## config.mk

```make
export PLATFORM = sky130hd
export DESIGN_NAME = cha_host_ctrl
export DESIGN_NICKNAME = d
export VERILOG_FILES = /design/src/cha_pkg.sv /design/src/cha_sync.sv /design/src/cha_host_ctrl.sv
export SDC_FILE = /design/constraint.sdc
export NUM_CORES = 1
export LEC_CHECK = 0
export BUFFER_PORTS_ARGS = -buffer_cell sky130_fd_sc_hd__buf_4
export CAP_MARGIN = 20
export CORE_MARGIN = 2
export CORE_UTILIZATION = 56
export DETAILED_ROUTE_END_ITERATION = 16
export GPL_TIMING_DRIVEN = 1
export PLACE_DENSITY = 0.78
export SLEW_MARGIN = 40
export SYNTH_ARGS = -nofsm -noshare
export SYNTH_HDL_FRONTEND = slang
export SYNTH_HIERARCHICAL = 1
export SYNTH_SLANG_ARGS = --single-unit
```

## constraint.sdc

```tcl
create_clock -name clk_sys -period 4.45 [get_ports clk_sys]
set_input_delay 0.6675 -clock clk_sys [delete_from_list [all_inputs] [get_ports clk_sys]]
set_output_delay 0.6675 -clock clk_sys [all_outputs]
set_load 0.05 [all_outputs]
```

## src/cha_pkg.sv

```systemverilog
// constants shared by the card host access controller and its helpers
package cha_pkg;

  // ----------------------------------------------------------------
  // software register offsets
  // ----------------------------------------------------------------
  localparam logic [3:0] REG_CTRL   = 4'h0;
  localparam logic [3:0] REG_ADDR   = 4'h1;
  localparam logic [3:0] REG_WDATA  = 4'h2;
  localparam logic [3:0] REG_CMD    = 4'h3;
  localparam logic [3:0] REG_STATUS = 4'h4;
  localparam logic [3:0] REG_RDATA  = 4'h5;

  // ----------------------------------------------------------------
  // control register fields and reset value
  // ----------------------------------------------------------------
  localparam int CTRL_IDE    = 0;
  localparam int CTRL_IDX_LO = 1;
  localparam int CTRL_TWO    = 3;
  localparam int CTRL_DIRECT = 4;
  localparam int CTRL_SPD_LO = 5;
  localparam int CTRL_CAP_LO = 7;
  localparam int CTRL_PWR    = 9;
  localparam logic [9:0] CTRL_RESET = 10'h000;

  // ----------------------------------------------------------------
  // command register fields
  // ----------------------------------------------------------------
  localparam int CMD_WRITE  = 0;
  localparam int CMD_WID_LO = 1;
  localparam int CMD_CBLK   = 3;
  localparam int CMD_DMA    = 4;
  localparam int CMD_PAIR   = 5;

  // ----------------------------------------------------------------
  // encodings
  // ----------------------------------------------------------------
  localparam logic [1:0] WID_BYTE = 2'h0;
  localparam logic [1:0] WID_WORD = 2'h1;
  localparam logic [1:0] WID_ODD  = 2'h2;
  localparam logic [1:0] SPD_STD  = 2'h0;
  localparam logic [1:0] SPD_FAST = 2'h1;
  localparam logic [1:0] SPD_ADV  = 2'h2;
  localparam logic [1:0] IDX_MEM    = 2'h0;
  localparam logic [1:0] IDX_CONTIG = 2'h1;
  localparam logic [1:0] IDX_PRI    = 2'h2;
  localparam logic [1:0] IDX_SEC    = 2'h3;

  // ----------------------------------------------------------------
  // legacy block bases and drive address layout
  // ----------------------------------------------------------------
  localparam logic [10:0] PRI_TASK_BASE = 11'h1f0;
  localparam logic [10:0] PRI_CTRL_BASE = 11'h3f0;
  localparam logic [10:0] SEC_TASK_BASE = 11'h170;
  localparam logic [10:0] SEC_CTRL_BASE = 11'h370;
  localparam logic [2:0]  OFS_DRV_ADDR  = 3'h7;
  localparam int          DRV_FLOAT_BIT = 7;

  // ----------------------------------------------------------------
  // timing
  // ----------------------------------------------------------------
  localparam int CLK_NS          = 10;
  localparam int T_CYC_STD_NS    = 250;
  localparam int T_CYC_FAST_NS   = 120;
  localparam int T_CYC_ADV_NS    = 100;
  localparam int T_PWR_SETTLE_NS = 1000;
  localparam int CYC_STD  = (T_CYC_STD_NS + CLK_NS - 1) / CLK_NS;
  localparam int CYC_FAST = (T_CYC_FAST_NS + CLK_NS - 1) / CLK_NS;
  localparam int CYC_ADV  = (T_CYC_ADV_NS + CLK_NS - 1) / CLK_NS;
  localparam int CYC_PWR  = (T_PWR_SETTLE_NS + CLK_NS - 1) / CLK_NS;
  localparam int CYC_FRAME = 2;  // setup plus recovery around the strobe

  // ----------------------------------------------------------------
  // cycle sequencer states
  // ----------------------------------------------------------------
  typedef enum logic [1:0] {
    ST_IDLE   = 2'b00,
    ST_SETUP  = 2'b01,
    ST_STROBE = 2'b10,
    ST_HOLD   = 2'b11
  } cha_state_t;

endpackage

```

## src/cha_sync.sv

```systemverilog
// two flip-flop synchroniser for the card data lanes
`timescale 1ns/1ps
module cha_sync #(
  parameter int W = 16
) (
  // clock and reset
  input  wire logic         clk_sys,
  input  wire logic         resetn,
  // asynchronous input and synchronised copy
  input  wire logic [W-1:0] d,
  output logic      [W-1:0] q
);

  logic [W-1:0] meta_reg;

  // first stage feeds only the second stage
  always_ff @(posedge clk_sys or negedge resetn) begin
    if (!resetn) begin
      meta_reg <= '0;
      q        <= '0;
    end else begin
      meta_reg <= d;
      q        <= meta_reg;
    end
  end

endmodule // cha_sync

```

## src/cha_host_ctrl.sv

```systemverilog
// host controller driving the storage card pins from a software register port
//
// Summary of operation
// - true IDE only if select pin held low through power-up
// - faster than 250 ns only if every card supports it
// - advanced modes only with one directly connected card, unless requested and supported speed fields are both 3
// - with two cards use fastest mode both support
//
// Our own choices: the strobed register port and the register offsets.
`timescale 1ns/1ps
module cha_host_ctrl
  import cha_pkg::*;
(
  // clock and reset
  input  wire logic        clk_sys,
  input  wire logic        resetn,
  // software port
  input  wire logic [3:0]  sw_addr,
  input  wire logic [31:0] sw_wdata,
  input  wire logic        sw_wr,
  input  wire logic        sw_rd,
  output logic      [31:0] sw_rdata,
  // card power and address pins
  output logic             card_power_en,
  output logic      [10:0] card_addr,
  output logic             attr_select_n,
  output logic             low_byte_enable_n,
  output logic             high_byte_enable_n,
  // card strobes and selects
  output logic             read_enable_n,
  output logic             write_enable_n,
  output logic             io_read_n,
  output logic             io_write_n,
  output logic             task_block_select_n,
  output logic             control_block_select_n,
  output logic             dma_grant_n,
  // card data lanes
  output logic      [15:0] data_out,
  output logic             data_oe_lo,
  output logic             data_oe_hi,
  input  wire logic [15:0] data_in
);

  // ----------------------------------------------------------------
  // state
  // ----------------------------------------------------------------
  logic [9:0]  ctrl_reg;
  logic [10:0] addr_reg;
  logic [15:0] wdata_reg;
  logic [5:0]  cmd_reg;
  logic [15:0] rdata_reg;
  cha_state_t  state_reg;
  logic [7:0]  cnt_reg;
  logic        pair_second_reg;
  logic [1:0]  eff_spd_reg;
  logic        mode_ide_reg;
  logic [7:0]  pwr_cnt_reg;
  logic [15:0] data_sync;
  logic [1:0]  eff_spd_next;
  logic [1:0]  spd_min;
  logic        start;
  logic        pair_on;
  logic        is_write;
  logic [1:0]  width;

  // strobe low time per speed grade, in clock cycles
  function automatic logic [7:0] active_cycles(input logic [1:0] spd);
    case (spd)
      SPD_ADV:  active_cycles = 8'(CYC_ADV - CYC_FRAME);
      SPD_FAST: active_cycles = 8'(CYC_FAST - CYC_FRAME);
      default:  active_cycles = 8'(CYC_STD - CYC_FRAME);
    endcase
  endfunction

  // pin address for the selected mapping
  function automatic logic [10:0] form_addr(input logic [1:0] idx, input logic ide,
                                            input logic cblk, input logic [10:0] a);
    if (ide)
      form_addr = {8'h00, a[2:0]};
    else if (idx == IDX_MEM)
      form_addr = {7'h00, cblk, a[2:0]};
    else if (idx == IDX_CONTIG)
      form_addr = {a[10:4], cblk, a[2:0]};
    else if (idx == IDX_PRI)
      form_addr = (cblk ? PRI_CTRL_BASE : PRI_TASK_BASE) | {8'h00, a[2:0]};
    else
      form_addr = (cblk ? SEC_CTRL_BASE : SEC_TASK_BASE) | {8'h00, a[2:0]};
  endfunction

  cha_sync #(.W(16)) u_data_sync (
    .clk_sys (clk_sys),
    .resetn  (resetn),
    .d       (data_in),
    .q       (data_sync)
  );

  // ----------------------------------------------------------------
  // software registers
  // ----------------------------------------------------------------
  assign is_write = cmd_reg[CMD_WRITE];
  assign width    = cmd_reg[CMD_WID_LO +: 2];
  assign pair_on  = cmd_reg[CMD_PAIR] && (width == WID_BYTE);
  assign start    = sw_wr && (sw_addr == REG_CMD) && (state_reg == ST_IDLE) && card_power_en;

  // order register writes; a command while busy or unpowered is dropped
  always_ff @(posedge clk_sys or negedge resetn) begin
    if (!resetn) begin
      ctrl_reg  <= CTRL_RESET;
      addr_reg  <= 11'h000;
      wdata_reg <= 16'h0000;
      cmd_reg   <= 6'h00;
    end else if (sw_wr) begin
      if (sw_addr == REG_CTRL)
        ctrl_reg <= sw_wdata[9:0];
      else if (sw_addr == REG_ADDR && state_reg == ST_IDLE)
        addr_reg <= sw_wdata[10:0];
      else if (sw_addr == REG_WDATA && state_reg == ST_IDLE)
        wdata_reg <= sw_wdata[15:0];
      else if (start)
        cmd_reg <= sw_wdata[5:0];
    end
  end

  // read data one cycle after the strobe, unmapped reads give zero
  always_ff @(posedge clk_sys or negedge resetn) begin
    if (!resetn) begin
      sw_rdata <= 32'h0000_0000;
    end else if (sw_rd) begin
      if (sw_addr == REG_CTRL)
        sw_rdata <= {22'h00_0000, ctrl_reg};
      else if (sw_addr == REG_ADDR)
        sw_rdata <= {21'h00_0000, addr_reg};
      else if (sw_addr == REG_WDATA)
        sw_rdata <= {16'h0000, wdata_reg};
      else if (sw_addr == REG_CMD)
        sw_rdata <= {26'h000_0000, cmd_reg};
      else if (sw_addr == REG_STATUS)
        sw_rdata <= {27'h000_0000, eff_spd_reg, mode_ide_reg, card_power_en, state_reg != ST_IDLE};
      else if (sw_addr == REG_RDATA)
        sw_rdata <= {16'h0000, rdata_reg};
      else
        sw_rdata <= 32'h0000_0000;
    end else begin
      sw_rdata <= 32'h0000_0000;
    end
  end

  // ----------------------------------------------------------------
  // power sequencing and mode latch
  // ----------------------------------------------------------------
  // mode follows software only while power is off, so it is frozen across the on edge
  always_ff @(posedge clk_sys or negedge resetn) begin
    if (!resetn) begin
      mode_ide_reg  <= 1'b0;
      pwr_cnt_reg   <= 8'h00;
      card_power_en <= 1'b0;
    end else if (!ctrl_reg[CTRL_PWR]) begin
      mode_ide_reg  <= ctrl_reg[CTRL_IDE];
      pwr_cnt_reg   <= 8'h00;
      card_power_en <= 1'b0;
    end else if (!card_power_en) begin
      if (pwr_cnt_reg == 8'(CYC_PWR - 1))
        card_power_en <= 1'b1;
      else
        pwr_cnt_reg <= pwr_cnt_reg + 8'h01;
    end
  end

  // ----------------------------------------------------------------
  // speed grade choice
  // ----------------------------------------------------------------
  // fastest grade all cards share; advanced only for one direct card, unless both speed fields are 3, which clamps to advanced unchecked
  always_comb begin
    spd_min = (ctrl_reg[CTRL_SPD_LO +: 2] < ctrl_reg[CTRL_CAP_LO +: 2]) ?
              ctrl_reg[CTRL_SPD_LO +: 2] : ctrl_reg[CTRL_CAP_LO +: 2];
    if (spd_min > SPD_ADV)
      eff_spd_next = SPD_ADV;
    else if (spd_min == SPD_ADV && (ctrl_reg[CTRL_TWO] || !ctrl_reg[CTRL_DIRECT]))
      eff_spd_next = SPD_FAST;
    else
      eff_spd_next = spd_min;
  end

  // ----------------------------------------------------------------
  // cycle sequencer
  // ----------------------------------------------------------------
  always_ff @(posedge clk_sys or negedge resetn) begin
    if (!resetn) begin
      state_reg       <= ST_IDLE;
      cnt_reg         <= 8'h00;
      pair_second_reg <= 1'b0;
      eff_spd_reg     <= SPD_STD;
    end else begin
      case (state_reg)
        ST_IDLE: begin
          if (start) begin
            state_reg       <= ST_SETUP;
            eff_spd_reg     <= eff_spd_next;
            pair_second_reg <= 1'b0;
          end
        end
        ST_SETUP: begin
          state_reg <= ST_STROBE;
          cnt_reg   <= active_cycles(eff_spd_reg) - 8'h01;
        end
        ST_STROBE: begin
          if (cnt_reg == 8'h00)
            state_reg <= ST_HOLD;
          else
            cnt_reg <= cnt_reg - 8'h01;
        end
        default: begin
          if (pair_on && !pair_second_reg) begin
            state_reg       <= ST_SETUP;
            pair_second_reg <= 1'b1;
          end else begin
            state_reg <= ST_IDLE;
          end
        end
      endcase
    end
  end

  // ----------------------------------------------------------------
  // pin drive, registered one cycle behind the sequencer
  // ----------------------------------------------------------------
  always_ff @(posedge clk_sys or negedge resetn) begin
    if (!resetn) begin
      card_addr              <= 11'h000;
      attr_select_n          <= 1'b1;
      low_byte_enable_n      <= 1'b1;
      high_byte_enable_n     <= 1'b1;
      read_enable_n          <= 1'b1;
      write_enable_n         <= 1'b1;
      io_read_n              <= 1'b1;
      io_write_n             <= 1'b1;
      task_block_select_n    <= 1'b1;
      control_block_select_n <= 1'b1;
      dma_grant_n            <= 1'b1;
      data_out               <= 16'h0000;
      data_oe_lo             <= 1'b0;
      data_oe_hi             <= 1'b0;
    end else begin
      // ide mode keeps the shared read/select pin grounded throughout
      read_enable_n          <= !mode_ide_reg;
      write_enable_n         <= 1'b1;
      io_read_n              <= 1'b1;
      io_write_n             <= 1'b1;
      attr_select_n          <= 1'b1;
      low_byte_enable_n      <= 1'b1;
      high_byte_enable_n     <= 1'b1;
      task_block_select_n    <= 1'b1;
      control_block_select_n <= 1'b1;
      dma_grant_n            <= 1'b1;
      data_oe_lo             <= 1'b0;
      data_oe_hi             <= 1'b0;
      if (state_reg != ST_IDLE) begin
        card_addr <= form_addr(ctrl_reg[CTRL_IDX_LO +: 2], mode_ide_reg, cmd_reg[CMD_CBLK], addr_reg);
        // second byte of a pair carries the odd half on the lower lane
        data_out  <= {wdata_reg[15:8], pair_second_reg ? wdata_reg[15:8] : wdata_reg[7:0]};
        if (mode_ide_reg) begin
          // dma grant excludes both selects, and only one select at a time
          if (cmd_reg[CMD_DMA])
            dma_grant_n <= 1'b0;
          else if (cmd_reg[CMD_CBLK])
            control_block_select_n <= 1'b0;
          else
            task_block_select_n <= 1'b0;
          io_read_n  <= !(state_reg == ST_STROBE && !is_write);
          io_write_n <= !(state_reg == ST_STROBE && is_write);
          data_oe_lo <= is_write;
          data_oe_hi <= is_write && (width != WID_BYTE);
        end else begin
          attr_select_n      <= (ctrl_reg[CTRL_IDX_LO +: 2] == IDX_MEM);
          low_byte_enable_n  <= (width == WID_ODD);
          high_byte_enable_n <= (width == WID_BYTE);
          if (ctrl_reg[CTRL_IDX_LO +: 2] == IDX_MEM) begin
            read_enable_n  <= !(state_reg == ST_STROBE && !is_write);
            write_enable_n <= !(state_reg == ST_STROBE && is_write);
          end else begin
            io_read_n  <= !(state_reg == ST_STROBE && !is_write);
            io_write_n <= !(state_reg == ST_STROBE && is_write);
          end
          data_oe_lo <= is_write && (width != WID_ODD);
          data_oe_hi <= is_write && (width != WID_BYTE);
        end
      end
    end
  end

  // ----------------------------------------------------------------
  // read capture at recovery, lanes by width
  // ----------------------------------------------------------------
  always_ff @(posedge clk_sys or negedge resetn) begin
    if (!resetn) begin
      rdata_reg <= 16'h0000;
    end else if (state_reg == ST_HOLD && !is_write) begin
      if (width == WID_WORD)
        rdata_reg <= data_sync;
      else if (width == WID_ODD)
        rdata_reg[15:8] <= data_sync[15:8];
      else if (pair_second_reg)
        rdata_reg[15:8] <= data_sync[7:0];
      else if (cmd_reg[CMD_CBLK] && addr_reg[2:0] == OFS_DRV_ADDR)
        rdata_reg[7:0] <= {1'b0, data_sync[DRV_FLOAT_BIT-1:0]};
      else
        rdata_reg[7:0] <= data_sync[7:0];
    end
  end
endmodule // cha_host_ctrl

```

==> results of run 1 <==
## final timing paths
kind	start	to	depth (start not counted)
min	resetn	cnt_reg[3]$_DFFE_PN0P_	1
max	state_reg[0]$_DFFE_PN0P_	cnt_reg[6]$_DFFE_PN0P_	8
max reg2reg	state_reg[0]$_DFFE_PN0P_	cnt_reg[6]$_DFFE_PN0P_	8
min in group clk_sys	data_in[7]	u_data_sync/meta_reg[7]$_DFF_PN0_	1
min reg2reg	u_data_sync/meta_reg[11]$_DFF_PN0_	u_data_sync/q[11]$_DFF_PN0_	0
max in group asynchronous	resetn	addr_reg[7]$_DFFE_PN0P_	2
## metal layers
layer / GRT usage [%] / vias up / wire (um)
met5: 0 / - / 0
met4: 9.488 / 0 / 260
met3: 6.395 / 17 / 1063
met2: 36.52 / 169 / 7570
met1: 32.47 / 2432 / 6748
li1: - / 2269 / -
## final cells by class
class / count / share of cell area (%)
Sequential cell: 169 / 48.97
Multi-Input combinational cell: 387 / 32.20
Timing Repair Buffer: 102 / 8.927
Clock buffer: 19 / 5.113
Tap cell: 172 / 2.484
Clock inverter: 13 / 1.661
Inverter: 15 / 0.6500
## power by group through the flow
stage / clock network, mW / logic (mW) / registers, mW
after floorplan: 0 / 0.255 / 1.78
after global placement: 0 / 0.362 / 1.81
after detailed placement: 0 / 0.376 / 1.81
after CTS: 1.47 / 0.379 / 1.79
after global routing: 1.55 / 0.412 / 1.81
final: 1.45 / 0.375 / 1.79
## metrics by stage
stage               worst slack, ns  instances
floorplan                     1.814        616
global placement              1.562        843
detailed placement            1.710        845
CTS                           1.648        877
global route                  1.440        877
finish                        1.635        877
## worst register-to-register path, stage by stage, from the launching register on
cell	delay, ns
dfrtp_1	0.44
inv_1	0.11
ha_1	0.63
mux2i_1	0.27
ha_1	0.24
or3b_2	0.50
nor3_1	0.23
o221ai_1	0.15
o21a_1	0.14
## kinds of logic (layout without fill, tap and decap cells)
group | after synthesis | after routing | synth area share (%)
AOI/OAI and AO/OA | 123 | 123 | 10.21
and+or+nand+nor | 141 | 141 | 10.90
muxes | 90 | 90 | 13.56
other | 1 | 16 | 0.05143
adders and majority gates | 11 | 11 | 1.853
DFF | 169 | 169 | 58.17
buffers and inverters | 60 | 149 | 4.444
xor gates and xnor gates | 6 | 6 | 0.8238
## cell usage after synthesis, types with 6 or more instances
cell type / n
nand2_1: 50
dfrtp_1: 159
dfstp_2: 10
buf_2: 6
a22oi_1: 10
nor2b_1: 12
nor2_1: 23
a21oi_1: 30
buf_4: 19
inv_1: 15
nand3_1: 6
mux2_2: 66
mux2i_1: 23
ha_1: 10
o21ai_0: 45
clkbuf_1: 15
==> impl_results.md, run 1 <==
* Status: complete, no violations
* Worst Max-Slew Pin Slew at 0.8011 ns
* Clock slew at reported path FFs at 0.06 ns
* Post-DP HPWL at 11030 um
* Worst vdd ir at 341.7 uV
* Clock skew at 0.007509 ns
* Initial Util at 57.55%
* Top-area cell type share of the netlist area at 54.56%
* Die height at 118.1 um
* Filler cells at 944
* Fin. max-slew vios at 0
* Design area at 8662 sq um
* CP arrival at 3.13 ns
* Vias in the first global route at 4883
* Die area at 13950 sq um
* Logic pwr share at 10.4%
* Power Density at 416.8 nW/um^2
* Layout area overhead at 18.79%
* Class of the worst hold path: primary input to asynchronous set/reset pin
* Cell taking the most area after synthesis: dfrtp_1
* Period minus WS final at 2.815 ns
* Pwr Total at 3.610 mW
* Largest net degree at the start of global routing at 84
* Commonest non-fill, non-tap cell in the layout: dfrtp_1
* Synth Flop Type: dfrtp_1
* Crit Path Max Fanout at 20
* Cell area after synthesis at 7292 sq um
* Max Root-Sink Buffers at 2
* Pleak at 4.141 nW
* Fin crit share at 63.26%
* Setup TNS at 0 ns
* Post-synthesis async set-or-reset flop share at 100.0%
* Final setup viols at 0
* Crit end category: register
* Critical Path RT at 4.76 ns
* Setup crit start kind: register
* Total gr overflow at 0
* Total CTS buffers at 17
* P_sw at 0.9385 mW
* GRT Total Usage at 23.82%
* Post-CTS Setup Bufs at 0
* Global-route wire length before repair at 25740 um
* Maxcap violations at 0
* Fmax achieved at 355.2 MHz
* Final Core Density at 68.36%
* Antenna violations before repair at 0
* Clock Sink Count at 169
* Critical path's most frequent cell: ha_1
* Via count at 4887
* Residual DRC at 0
* WP buf/inv at 1
* Drt total wl at 15640 um
* WL per Instance at 17.84 um
* Top post-synthesis cells by area: dfrtp_1, mux2_2, dfstp_2
* Reg power frac at 49.6%
* Net count, final at 758
* CTS tree: yes
* H-Tree Depth at 4
* Netlist cell types at 62
* CTS-repair resized insts at 0
* Synth Register Bits at 169
* PortBufs at 95
* Number of synthesized flops with an enable pin at 0
* Clock Latency Late Sink at 0.43 ns
* Final GP Congestion at 0.8654
* RSZ-0062 raised after global routing: no
* Final hold violations at 0
* Initial drt markers at 372
* Crit path largest cell delay at 0.63 ns
* Ant diodes at 0
* CP max stage cell: ha_1
* Register Area at 4242 sq um
* Share of total power in the clock network at 40.1%
* Post-Syn Instances at 601
* I/O pin cnt at 128
* Mean Syn Cell Area at 12.13 sq um
* Sequential-to-total area share from yosys stat at 58.17%
* CTS root buf: clkbuf_16
* Multi-input gate area at 2789 sq um
* Net Sw Frac at 25.99%
* Dpl cell area at 8071 sq um
* Layout cells sized above 1 at 32.06%
* Most frequent cells in the layout: dfrtp_1, buf_4, mux2_2
* ANT nets after route at 0
* Hold Buf Count CTS at 0
* Setup Crit Path Kind: register to register
* Largest delay share family, worst path: adder cells
* Worst slew margin at 46.13%
* Rows at 41
* Flop2flop setup slack at 1.63 ns
* DR pass1 iterations at 4
* Hold Slack at 0.2650 ns
* CP cell instances: inv_1, ha_1, mux2i_1, ha_1, or3b_2, nor3_1, o221ai_1, o21a_1
* DR vias/cell at 5.572
* Die Width at 118.1 um
* Internal at 2.672 mW
* Synth warnings at 6
* Core Area at 12670 sq um
No activity file was read; power rests on OpenSTA's default activity.
==> inputs of run 2 (changes only) <==
==> constraint.sdc (replaced) <==
create_clock -name clk_sys -period 2.6 [get_ports clk_sys]
set_input_delay 0.39 -clock clk_sys [delete_from_list [all_inputs] [get_ports clk_sys]]
set_output_delay 0.39 -clock clk_sys [all_outputs]
set_load 0.05 [all_outputs]
==> impl_results.md, run 2 (synthesis gave the netlist of run 1 again) <==
* Internal at 4.814 mW
* Crit end category: register
* Global-route wire length before repair at 26250 um
* Final setup viols at 0
* Status: complete, no violations
* Largest net degree at the start of global routing at 78
* Total gr overflow at 0
* Worst Max-Slew Pin Slew at 0.6885 ns
* Worst vdd ir at 717.0 uV
* Rows at 41
* Max Root-Sink Buffers at 2
* Critical Path RT at 2.92 ns
* Met2 GRT Util at 38.58%
* Fin crit share at 94.27%
* I/O pin cnt at 128
* Commonest non-fill, non-tap cell in the layout: dfrtp_1
* CTS root buf: clkbuf_16
* Maxcap violations at 0
* H-Tree Depth at 4
* Net count, final at 768
* Clock slew at reported path FFs at 0.06 ns
* Post-CTS Setup Bufs at 0
* Logic pwr share at 10.2%
* Non-Filler Instances at 887
* Placed cell count at 855
* Reg power frac at 48.0%
* Power Density at 726.0 nW/um^2
* CTS tree: yes
* Fmax achieved at 408.0 MHz
* Initial drt markers at 360
* DR pass1 iterations at 5
* Setup Crit Path Kind: register to register
* P_sw at 1.577 mW
* Most Crowded Layer GR: met2
* Worst r2r src: state_reg[0]$_DFFE_PN0P_
* Clock Sink Count at 169
* Setup crit start kind: register
* Multi-input gate area at 2783 sq um
* Worst r2r path cells at 8
* Via count at 4945
* WL per Instance at 17.90 um
* Clock Latency Late Sink at 0.43 ns
* Fin. max-slew vios at 0
* Post-DP HPWL at 11380 um
* Worst slew margin at 54.10%
* Hold Slack at 0.002841 ns
* Flop2flop setup slack at 0.15 ns
* Met1 Usage GRT at 32.68%
* Layout area overhead at 20.71%
* Period minus WS final at 2.451 ns
* Met3 Use GR at 6.056%
* Residual DRC at 0
* GRT Total Usage at 24.37%
* Antenna violations before repair at 0
* Initial Util at 57.55%
* Final GP Congestion at 0.8697
* Crit. Startpoint: state_reg[0]$_DFFE_PN0P_
* Die area at 13950 sq um
* Share of total power in the clock network at 41.8%
* Total CTS buffers at 17
* Setup TNS at 0 ns
* ANT nets after route at 0
* Layout cells sized above 1 at 32.87%
* Final hold violations at 0
* Filler cells at 915
* Core Area at 12670 sq um
* Hold Buf Count CTS at 0
* Register Area at 4242 sq um
* Clock skew at 0.006485 ns
* DR vias/cell at 5.575
* Ant diodes at 0
* PortBufs at 95
* Reg-to-Reg End: cnt_reg[6]$_DFFE_PN0P_
* Drt total wl at 15880 um
* Net Sw Frac at 24.68%
* CTS-repair resized insts at 0
* Die height at 118.1 um
* RSZ-0062 raised after global routing: no
* Most frequent cells in the layout: dfrtp_1, buf_4, mux2_2
* Class of the worst hold path: primary input to asynchronous set/reset pin
* Die Width at 118.1 um
* CP arrival at 2.77 ns
* Crit Path Max Fanout at 9
* Vias in the first global route at 4980
* Pleak at 4.220 nW
-- run 2: cell types whose count changed in the layout (fill, tap and decap cells not counted), sizes merged --
cell	delta
buf	+10
bufinv	+2
clkbuf	+2
clkinv	-3
clkinvlp	+1
inv	-2
-- run 2: area by class of cell --
| class | count | share of cell area [%] |
|---|---|---|
| sequential | 169 | 48.19 |
| clock buffer | 21 | 5.345 |
| inverter | 15 | 0.6397 |
| multi-input combinational | 387 | 31.61 |
| tap | 172 | 2.445 |
| clock inverter | 11 | 1.891 |
| timing repair buffer | 112 | 9.879 |
-- run 2: layer usage --
metal | vias up | routed length, um | part of all wire, %
li1 | 2289 | - | -
met2 | 188 | 7740 | 49
met1 | 2444 | 6731 | 42
met4 | 0 | 314 | 2.0
met3 | 24 | 1090 | 6.9
met5 | - | 0 | 0
-- run 2: critical path, cell delays in order (launching register included) --
cell and delay, ns:
dfrtp_1 0.43, inv_1 0.10, ha_1 0.34, mux2i_1 0.23
ha_1 0.24, or3b_2 0.49, nor3_1 0.23, o221ai_1 0.14
o21a_1 0.13
-- run 2: power by group through the flow --
stage | clock, mW | sequential, mW | combinational, mW
2_1_floorplan | 0 | 3.05 | 0.436
3_3_place_gp | 0 | 3.09 | 0.631
3_5_place_dp | 0 | 3.11 | 0.654
4_1_cts | 2.70 | 3.06 | 0.658
5_1_grt | 2.83 | 3.10 | 0.715
6_report | 2.67 | 3.07 | 0.651
-- run 2: worst max-delay path by stage --
| stage | slack, ns | endpoint | depth (start not counted) |
|---|---|---|---|
| after global routing | 0.02 | cnt_reg[6]$_DFFE_PN0P_ | 8 |
| after global placement | 0.32 | cnt_reg[6]$_DFFE_PN0P_ | 8 |
| after floorplan | 0.05 | cnt_reg[6]$_DFFE_PN0P_ | 11 |
| after detailed placement | 0.20 | cnt_reg[6]$_DFFE_PN0P_ | 8 |
| final | 0.15 | cnt_reg[6]$_DFFE_PN0P_ | 8 |
| after CTS | 0.18 | cnt_reg[6]$_DFFE_PN0P_ | 8 |
-- run 2: per-stage QoR --
step           setup slack (ns)  area (sq um)  util (%)  power (mW)
6_report                 0.1490          8802     69.47       6.391
5_1_grt                 0.01783          8802     69.47       6.645
4_1_cts                  0.1827          8802     69.47       6.424
3_5_place_dp             0.2001          8165     64.44       3.762
3_3_place_gp             0.3182          8165     64.44       3.725
2_1_floorplan           0.04610          7350         -       3.491
